## src/rtl/diag_pkg.sv

```systemverilog
// Constants for the two-wire diagnostics target.
// Assumes one 100 MHz clock and an asynchronous active-high reset.
// Notes on behaviour
// Power-down high holds the module in low-power state.
// Power-down falling edge fully resets module, serial logic included; code clears phase, sda_oe, sda_out, ptr, bitn, first; mem keeps its bytes.
// No reference clock needed; reference clock pair is ignored.
// Host alone drives the serial clock; module never drives it.
// Data bits captured on clock rise; writes skip protected bytes.
// Read data bits change on clock falling edges.
// Data line is shared; the idle party releases it.
// Host marks start and stop with data changes while clock high.
// Memory is byte-wide, bytes reached singly or in runs.
// Random and sequential access from address zero to the top.
// Five monitored values readable in real time.
// Alarm and warning flags set when a value leaves its limits.
// Address pointer advances by one after each byte.
package diag_pkg;
    localparam int ADDR_W = 8;
    localparam logic [6:0] DEV_ADDR = 7'h50;
    localparam logic [ADDR_W-1:0] WP_TOP = 8'h7F;
    localparam logic [ADDR_W-1:0] MON_BASE = 8'h60;
    localparam logic [ADDR_W-1:0] FLAG_BASE = 8'h50;
    localparam int NUM_MON = 5;
    localparam int BIT_LAST = 7;
    typedef enum logic [2:0] {
        ST_IDLE = 3'b000,
        ST_ADDR = 3'b001,
        ST_ACK = 3'b010,
        ST_WR = 3'b011,
        ST_RD = 3'b100,
        ST_RACK = 3'b101
    } phase_t;
endpackage

```

## src/rtl/diag_mon_if.sv

```systemverilog
// Carries one monitored value and its limits to the comparator.
// Assumes the top module fills it each clock.
`timescale 1ns/1ps
interface diag_mon_if;
    logic [7:0] value;
    logic [7:0] lo_limit;
    logic [7:0] hi_limit;
    logic [1:0] flags;
    modport src (output value, output lo_limit, output hi_limit, input flags);
    modport cmp (input value, input lo_limit, input hi_limit, output flags);
endinterface

```

## src/rtl/diag_limit_check.sv

```systemverilog
// Compares one monitored value against its limits.
// Assumes a guard band of two counts for the warning level.
`timescale 1ns/1ps
module diag_limit_check (
    diag_mon_if.cmp mon
);
    always_comb begin
        mon.flags[1] = (mon.value > mon.hi_limit) || (mon.value < mon.lo_limit);
        mon.flags[0] = (mon.value > mon.hi_limit - 8'h02) || (mon.value < mon.lo_limit + 8'h02);
    end
endmodule

```

## src/rtl/diag_two_wire_target.sv

```systemverilog
// Two-wire serial target over the diagnostics memory.
// Assumes scl and sda arrive asynchronously and pass two flip-flops.
`timescale 1ns/1ps
module diag_two_wire_target
    import diag_pkg::*;
#(
    parameter int DEPTH = 256
) (
    input wire logic mclk,
    input wire logic rst,
    input wire logic power_down,
    input wire logic ref_clock_in_pos,
    input wire logic ref_clock_in_neg,
    input wire logic scl_in,
    input wire logic sda_in,
    output logic sda_out,
    output logic sda_oe,
    output logic low_power,
    input wire logic [7:0] mon_value [NUM_MON],
    input wire logic [7:0] mon_lo [NUM_MON],
    input wire logic [7:0] mon_hi [NUM_MON]
);
    if (DEPTH != 2 ** ADDR_W) begin : gen_bad_depth
        $error("DEPTH must match the pointer width");
    end

    // ----------------------------------------
    // State
    // ----------------------------------------
    typedef struct packed {
        logic [1:0] scl_s;
        logic [1:0] sda_s;
        logic [1:0] pd_s;
        logic scl_d;
        logic sda_d;
        logic pd_d;
        phase_t phase;
        logic [2:0] bitn;
        logic [7:0] shift;
        logic first;
        logic rw;
        logic [ADDR_W-1:0] ptr;
        logic sda_out;
        logic sda_oe;
        logic low_power;
        logic [7:0] wdata;
        logic wen;
        logic [ADDR_W-1:0] waddr;
    } state_t;

    state_t s, n;
    logic [7:0] mem [DEPTH];
    logic [7:0] rd_byte;
    logic [1:0] mon_flags [NUM_MON];
    logic [7:0] flag_byte;
    logic scl, sda, rise, fall, start_c, stop_c, pd_fall;
    diag_mon_if mif [NUM_MON] ();

    // ----------------------------------------
    // Monitor comparators
    // ----------------------------------------
    genvar g;
    generate
        for (g = 0; g < NUM_MON; g++) begin : gen_mon
            assign mif[g].value = mon_value[g];
            assign mif[g].lo_limit = mon_lo[g];
            assign mif[g].hi_limit = mon_hi[g];
            assign mon_flags[g] = mif[g].flags;
            diag_limit_check u_chk (.mon(mif[g]));
        end
    endgenerate

    always_comb begin
        flag_byte = '0;
        for (int i = 0; i < NUM_MON; i++) begin
            flag_byte[i] = mon_flags[i][1];
        end
    end

    // Reads: live values and flags, else stored bytes
    always_comb begin
        rd_byte = mem[s.ptr];
        if (s.ptr >= MON_BASE && s.ptr < MON_BASE + 8'(NUM_MON)) begin
            rd_byte = mon_value[3'(s.ptr - MON_BASE)];
        end else if (s.ptr == FLAG_BASE) begin
            rd_byte = flag_byte;
        end else if (s.ptr == FLAG_BASE + 8'h01) begin
            rd_byte = {3'h0, mon_flags[4][0], mon_flags[3][0], mon_flags[2][0], mon_flags[1][0],
                mon_flags[0][0]};
        end
    end

    // ----------------------------------------
    // Edge and condition detection
    // ----------------------------------------
    always_comb begin
        scl = s.scl_s[1];
        sda = s.sda_s[1];
        rise = scl && !s.scl_d;
        fall = !scl && s.scl_d;
        start_c = scl && s.scl_d && s.sda_d && !sda;
        stop_c = scl && s.scl_d && !s.sda_d && sda;
        pd_fall = s.pd_d && !s.pd_s[1];
    end

    // ----------------------------------------
    // Protocol engine
    // ----------------------------------------
    always_comb begin
        n = s;
        n.scl_s = {s.scl_s[0], scl_in};
        n.sda_s = {s.sda_s[0], sda_in};
        n.pd_s = {s.pd_s[0], power_down};
        n.scl_d = scl;
        n.sda_d = sda;
        n.pd_d = s.pd_s[1];
        n.low_power = s.pd_s[1];
        n.wen = 1'b0;
        if (s.pd_s[1] || pd_fall) begin
            n.phase = ST_IDLE;
            n.sda_oe = 1'b0;
            n.sda_out = 1'b0;
            n.ptr = '0;
            n.bitn = '0;
            n.first = 1'b0;
        end else if (start_c) begin
            n.phase = ST_ADDR;
            n.bitn = '0;
            n.first = 1'b1;
            n.sda_oe = 1'b0;
        end else if (stop_c) begin
            n.phase = ST_IDLE;
            n.sda_oe = 1'b0;
        end else begin
            case (s.phase)
                ST_IDLE: begin
                    n.sda_oe = 1'b0;
                end
                ST_ADDR, ST_WR: begin
                    if (rise) begin
                        n.shift = {s.shift[6:0], sda};
                        n.bitn = s.bitn + 3'h1;
                        if (s.bitn == 3'(BIT_LAST)) begin
                            n.phase = ST_ACK;
                        end
                    end
                end
                ST_ACK: begin
                    if (fall && !s.sda_oe) begin
                        if (s.first && s.shift[7:1] != DEV_ADDR) begin
                            n.phase = ST_IDLE;
                        end else begin
                            n.sda_oe = 1'b1;
                            n.sda_out = 1'b0;
                        end
                    end else if (fall && s.sda_oe) begin
                        n.sda_oe = 1'b0;
                        if (s.first) begin
                            n.first = 1'b0;
                            n.rw = s.shift[0];
                            n.phase = s.shift[0] ? ST_RD : ST_ADDR;
                            if (s.shift[0]) begin
                                n.sda_oe = !rd_byte[7];
                                n.sda_out = 1'b0;
                                n.shift = {rd_byte[6:0], 1'b0};
                            end else begin
                                n.rw = 1'b0;
                            end
                        end else if (s.phase == ST_ACK && !s.rw && s.wen == 1'b0 && s.bitn == 3'h0
                            && s.waddr == 8'hFF) begin
                            n.phase = ST_WR;
                        end else begin
                            n.phase = ST_WR;
                        end
                    end else if (rise && s.sda_oe && !s.first && s.rw == 1'b0) begin
                        // Address byte goes to pointer the first time, data after
                        if (s.waddr == 8'hFF) begin
                            n.ptr = s.shift;
                            n.waddr = 8'h00;
                        end else begin
                            n.wen = (s.ptr > WP_TOP);
                            n.wdata = s.shift;
                            n.waddr = s.ptr;
                            n.ptr = s.ptr + 8'h01;
                        end
                    end else if (rise && s.sda_oe && s.first) begin
                        n.waddr = 8'hFF;
                    end
                end
                ST_RD: begin
                    if (fall) begin
                        n.bitn = s.bitn + 3'h1;
                        if (s.bitn == 3'(BIT_LAST)) begin
                            n.sda_oe = 1'b0;
                            n.phase = ST_RACK;
                            n.ptr = s.ptr + 8'h01;
                        end else begin
                            n.sda_oe = !s.shift[7];
                            n.shift = {s.shift[6:0], 1'b0};
                        end
                    end
                end
                ST_RACK: begin
                    if (rise) begin
                        n.first = sda;
                    end else if (fall) begin
                        if (s.first) begin
                            n.phase = ST_IDLE;
                        end else begin
                            n.phase = ST_RD;
                            n.sda_oe = !rd_byte[7];
                            n.shift = {rd_byte[6:0], 1'b0};
                        end
                        n.first = 1'b0;
                    end
                end
                default: begin
                    n.phase = ST_IDLE;
                end
            endcase
        end
    end

    always_ff @(posedge mclk or posedge rst) begin
        if (rst) begin
            s <= '0;
        end else begin
            s <= n;
        end
    end

    // ----------------------------------------
    // Byte memory
    // ----------------------------------------
    always_ff @(posedge mclk or posedge rst) begin
        if (rst) begin
            for (int i = 0; i < DEPTH; i++) begin
                mem[i] <= 8'h00;
            end
        end else if (s.wen) begin
            mem[s.waddr] <= s.wdata;
        end
    end

    assign sda_out = s.sda_out;
    assign sda_oe = s.sda_oe;
    assign low_power = s.low_power;
endmodule

```

## config.mk

```make
export PLATFORM = sky130hd
export DESIGN_NAME = diag_two_wire_target
export DESIGN_NICKNAME = d
export VERILOG_FILES = /design/src/rtl/diag_pkg.sv /design/src/rtl/diag_mon_if.sv /design/src/rtl/diag_limit_check.sv /design/src/rtl/diag_two_wire_target.sv
export SDC_FILE = /design/constraint.sdc
export NUM_CORES = 2
export LEC_CHECK = 0
export BUFFER_PORTS_ARGS = -buffer_cell sky130_fd_sc_hd__buf_2
export CORE_MARGIN = 3
export CORE_UTILIZATION = 55
export CTS_BUF_LIST = sky130_fd_sc_hd__clkbuf_4
export DETAILED_ROUTE_END_ITERATION = 12
export GPL_ROUTABILITY_DRIVEN = 0
export PLACE_DENSITY = 0.75
export SLEW_MARGIN = 20
export SYNTH_ARGS = -nofsm -noshare
export SYNTH_HDL_FRONTEND = slang
export SYNTH_SLANG_ARGS = --single-unit
export TNS_END_PERCENT = 20
```

## constraint.sdc

```tcl
create_clock -name mclk -period 63.3 [get_ports mclk]
set_input_delay 6.33 -clock mclk [delete_from_list [all_inputs] [get_ports mclk]]
set_output_delay 6.33 -clock mclk [all_outputs]
set_load 0.02 [all_outputs]
```

======== Word-level counts from Yosys, hierarchy flattened ========
Index checks and enable logic that the tools add are counted.
Widths: inputs -> output; s select.
storage, ports and cells
  register bits ........................... 2100
  input port bits ......................... 127
  output and inout port bits .............. 3
  word-level logic and storage cells ...... 507
operators by class
  $add $sub $neg .......................... 13
  order comparisons ....................... 27
  equality and inequality tests ........... 45
  multiplexer cells ....................... 78
  bitwise gates (word level) .............. 10
  reductions and logical operators ........ 60
operator list
  cell                 count
  $bwmux 2048          1
  $mux 8               20
  $gt 8x8->1           10
  $lt 8x8->1           10
  $mux 9               8
  $bmux 8 s8           1
  $demux 8 s8          1
  $add 8x2->8 const B  5
  $ne 5x5->1 const B   8
  $sub 8x2->8 const B  5
  $mux 3               11
  $pmux 8 s4           1
  $mux 10              3
  $mux 14              2
  $reduce_and 7->1     4
  $bmux 8 s3           1
  $mux 22              1
  $ne 2x2->1 const B   10
  $ne 4x4->1 const B   5
  $ge 9x9->1 const B   2
  $mux 18              1
  $ne 6x6->1 const B   3
  $not 8->9            2
  $logic_and 1x1->1    17
  41 further kinds     101

======== Longest topological paths before layout ========
  depth after elaboration ................. 16
  depth in mapped cells ................... 16
  mapped depth without buffers ............ 12

======== Hierarchy ========
Synthesis repeated with hierarchy kept, for this count alone.
second synthesis, totals
  cell total of the unflattened synthesis .. 6942
  area total of the unflattened synthesis .. 100811.7 um2
modules (own cells, without submodules)
  module                                   times used  cells an instance  area each (um2)  seq. area each (um2)
  diag_two_wire_target                     1           6379               96560.1          52525.4
  diag_limit_check (gen_mon[1].u_chk ...)  4           113                850.8            0.0
  diag_limit_check (gen_mon[0].u_chk)      1           111                848.3            0.0

======== Worst setup path before layout ========
OpenSTA, ideal clock, no wires.
  kind .................................... input port to flip-flop
  from .................................... in mon_hi[17] (netlist bit)
  to ...................................... reg s[33] (netlist bit)
  setup time .............................. 0.099 ns
  data arrival time ....................... 8.263 ns
  data required time ...................... 63.201 ns
  slack ................................... 54.937 ns
  stages on the path ...................... 12
  path buffers ............................ 0
  cell sequence ........................... inv_1 -> ha_1 -> nand3_1 -> xnor2_1 -> ha_1 -> and3_1 -> and4b_1 -> o211ai_1 -> a31oi_1 -> a221oi_1 -> o211ai_1 -> a311oi_1
between the ends
  cells in the longest elaborated chain, start to end .. 11
  elaborated cells between the ends (all ways) .. 16
  those cells by class .................... 1 x add/sub; 2 x order compare; 11 x mux; 2 x reduce/logical
ends and longest elaborated chain
  element               line                         source
  from (decl)           diag_two_wire_target.sv:21   input wire logic [7:0] mon_hi [NUM_MON]
  $sub 8x2->8           diag_limit_check.sv:9        mon.flags[0] = (mon.value > mon.hi_limit - 8'h02) || (mon.value < mon.lo_limit + 8'h02);
  $gt 8x8->1            diag_limit_check.sv:9
  $logic_or 1x1->1      diag_limit_check.sv:9
  $mux 8                diag_two_wire_target.sv:87   end else if (s.ptr == FLAG_BASE + 8'h01) begin
  $mux 8 (*)            diag_two_wire_target.sv:85   end else if (s.ptr == FLAG_BASE) begin
  $mux 8 (*)            diag_two_wire_target.sv:83   if (s.ptr >= MON_BASE && s.ptr < MON_BASE + 8'(NUM_MON)) begin
  $mux 8                diag_two_wire_target.sv:162  if (s.shift[0]) begin
  $mux 10               diag_two_wire_target.sv:158  if (s.first) begin
  $mux 10               diag_two_wire_target.sv:156  end else if (fall && s.sda_oe) begin
  $mux 18               diag_two_wire_target.sv:149  if (fall && !s.sda_oe) begin
  $pmux 8 s4 (*)        diag_two_wire_target.sv:135  case (s.phase)
  to (signal assigned)  diag_two_wire_target.sv:228  s <= n;
  to (decl)             diag_two_wire_target.sv:51   state_t s, n;
Every way passes the cells marked *; elsewhere a longest branch is shown, timed or not. The select of a mux whose other input is x is not followed.
A chain may end at the register's enable or synchronous reset.

==> flow_summary_export.csv <==
group,metric,value,unit
power,p_clk_share,44.9,%
logic_synthesis,yosys_warnings,0,
setup_path,endpoint_kind,"async pin",
timing,finalHoldViolCount,0,
timing,max_freq,0.1058,GHz
setup_path,start_kind,"input pin",
global_routing,gr-usage-all-layers,30.02,%
power,finalPower,2.554,mW
drt,wl,281100,microns
logic_synthesis,synth.distinct_cells,85,
layout,finalNonFillerCells,9967,
drt,drt.antenna.violating_nets,0,
layout,fin_nets,7523,
clock_network,cts_root_buffer,"clkbuf_4",
layout,seqCellArea,52570,sq um
layout,multi_input_area,45690,sq um
power,p_int,1.961,mW
clock_network,holdBufCountCts,0,
power,power.density,23.22,nW/um^2
layout,synthToLayoutAreaGrowth,9.193,%
logic_synthesis,synth_ff_type,"dfrtp_1",
floorplanning,initial_core_util,55.55,%
drt,drt-initial-drc-count,6194,
power,p_switching,592.4,uW
setup_path,crit_start,"rst",
global_routing,grt_pass1_vias,66480,
floorplanning,ioPinCount,130,
setup_path,critPathKind,"in -> async",
layout,n_fill_cell,13640,
global_routing,antenna_found_initial,15,
timing,slew_viol_final,0,
setup_path,crit_required,64.69,ns
timing,tightestPinTransition,1.180,ns
floorplanning,die_w,434.0,microns
power,peakVddDrop,0.01921,mV
drt,post_drt_wl_per_cell,28.20,microns
logic_synthesis,synth_top_family_by_area,"multiplexers",
global_routing,overflow,0,
setup_path,crit_path_max_fanout,82,
layout,drive_gt1_share,48.65,%
drt,drc,0,
min_path,hp-class,"reg -> reg",
setup_path,worst_ep_arrival_time,10.84,ns
clock_network,post_cts_resized,0,
logic_synthesis,synth-simple-area-share,3.680,%
clock_network,numCtsBuffers,557,
placed_design,port_buffers,126,
clock_network,cts.path.max_buffers,4,
logic_synthesis,synthMuxAreaShare,35.35,%
drt,vias_per_cell,6.462,
logic_synthesis,async_flop_share,100.0,%
placed_design,hpwlAfterDp,176900,microns
layout,final_common_cell,"dfrtp_1",
clock_network,cts_sinks,2099,
floorplanning,die-area,188300,sq um
layout,final_cell_mix,"dfrtp_1, mux2_2, clkbuf_4",
clock_network,cts_max_level,6,
power,p_leak,52.20,nW
timing,slew_headroom,20.71,%
timing,timing.setup.tns,0,ns
power,p_sw_share,23.20,%
timing,finClkSkew,0.1109,ns
timing,setup_violations,0,
clock_network,clk_pin_slew,0.06,ns
run,maxCapViolations,0,
global_routing,grt_pass1_wl,422300,microns
logic_synthesis,synth-seq-cells,2099,
clock_network,clk_latency,1.38,ns
clock_network,cts_tree,"done",
logic_synthesis,synthesis.nets,7201,
min_path,hold_path.startpoint,"n[48]",
floorplanning,core_area,181300,sq um
floorplanning,num_rows,156,
drt,first_pass_iters,6,
drt,vias,64410,
floorplanning,die_y,434.0,microns
logic_synthesis,synth_compound_gate_area_share,3.720,%
global_routing,grt_max_degree,195,
logic_synthesis,synth_area_per_cell,14.58,sq um
timing,period_share,14.93,%
timing,rsz0062_at_grt,"false",
timing,post-route-min-period,9.451,ns
logic_synthesis,netlist_instances,6910,
run_status,status,"finished clean",
logic_synthesis,synthAdderAreaFrac,2.047,%
logic_synthesis,ys_seq_area_share,52.14,%
logic_synthesis,synth-xor-area-share,0.4434,%
logic_synthesis,synth_area,100700,sq um
clock_network,cts_setup_buffers,0,
power,p_seq_share,52.6,%
placed_design,place_inst,9041,
logic_synthesis,synth-edff-count,0,
power,combPwrFrac,2.5,%
setup_path,r2r-start,"s[21]",
## power by group through the flow
stage	Sequential (mW)	Combinational, mW	Clock, mW
final	1.34	0.0644	1.15
after global routing	1.34	0.0746	1.24
after CTS	1.34	0.0653	1.17
after detailed placement	1.37	0.0649	0
after global placement	1.37	0.0625	0
after floorplan	1.37	0.0423	0
## sequential cells by signal, summed over array words and instances (netlist names)
register	count
mem	2048
sda_oe	1
n	6
s	43
low_power	1
## synthesized netlist by cell type, types with 20 or more instances
| master | n | share of area, % |
|---|---|---|
| mux2i_1 | 111 | 1.1 |
| mux4_2 | 484 | 11 |
| inv_1 | 98 | 0.37 |
| a211oi_1 | 22 | 0.16 |
| nor2b_1 | 29 | 0.18 |
| a21o_1 | 23 | 0.17 |
| o22ai_1 | 20 | 0.12 |
| a221oi_1 | 35 | 0.30 |
| clkbuf_1 | 332 | 1.2 |
| nand2b_1 | 38 | 0.24 |
| nor3_1 | 45 | 0.22 |
| buf_1 | 22 | 0.082 |
| nor2_1 | 274 | 1.0 |
| nand2_1 | 194 | 0.72 |
| dfrtp_1 | 2099 | 52 |
| a22oi_1 | 116 | 0.86 |
| a31oi_1 | 24 | 0.15 |
| mux2_2 | 2065 | 23 |
| buf_2 | 64 | 0.32 |
| buf_4 | 41 | 0.31 |
| o21ai_0 | 100 | 0.50 |
| xnor2_1 | 50 | 0.43 |
| ha_1 | 164 | 2.0 |
| nand4_1 | 21 | 0.13 |
| a22o_1 | 27 | 0.23 |
| a21oi_1 | 94 | 0.47 |
| nand3_1 | 95 | 0.47 |
## layout make-up
class                      instances  share of cell area, %
sequential                      2099                  47.80
multi-input combinational       4229                  41.54
clock buffer                     803                  5.481
tap                             2370                  2.696
timing repair buffer             246                  1.596
clock inverter                    98                 0.4960
inverter                          99                 0.3413
antenna                           23                0.05233
## stage by stage
step | utilization (%) | hold WS [ns] | instance area (sq um) | setup WS [ns]
3_3_place_gp | 56.93 | 0.3387 | 103200 | 52.14
6_report | 60.66 | 0.3674 | 110000 | 53.85
3_5_place_dp | 56.95 | 0.3497 | 103300 | 51.98
4_1_cts | 60.57 | 0.3655 | 109800 | 53.48
2_1_floorplan | - | 0.3312 | 100700 | 27.82
5_1_grt | 60.64 | 0.3762 | 110000 | 53.25
## metal layers
layer	wire, microns	up-vias	track usage, %
li1	-	26760	-
met1	111800	33950	39.87
met2	129200	2942	45.37
met3	26710	737	9.193
met4	13130	18	14.19
met5	172	-	0.2082
## final timing paths
path                       endpoint  slack, ns  cells after the start
max                          mem[7]      53.85                      7
min                           n[17]       0.37                      0
max reg2reg                   s[34]      57.19                     11
min reg2reg                   n[17]       0.37                      0
max in group mclk            sda_oe      54.74                      1
min in group asynchronous  mem[399]       5.18                      2
## kinds of logic after synthesis
family,count (synthesis)
other,1
AO/OA/AOI/OAI,550
AND/OR/NAND/NOR,789
buffers and inverters,582
flip-flops,2099
adder cells (fa/ha/maj),165
XOR/XNOR,51
multiplexers,2673
## worst max-delay path, cell delays in order
cell and delay [ns]:
buf_2 0.11, clkinvlp_4 0.61, buf_4 0.78, buf_4 0.71
buf_4 0.75, buf_4 0.73, buf_6 0.65
No activity file was read; power rests on OpenSTA's default activity.
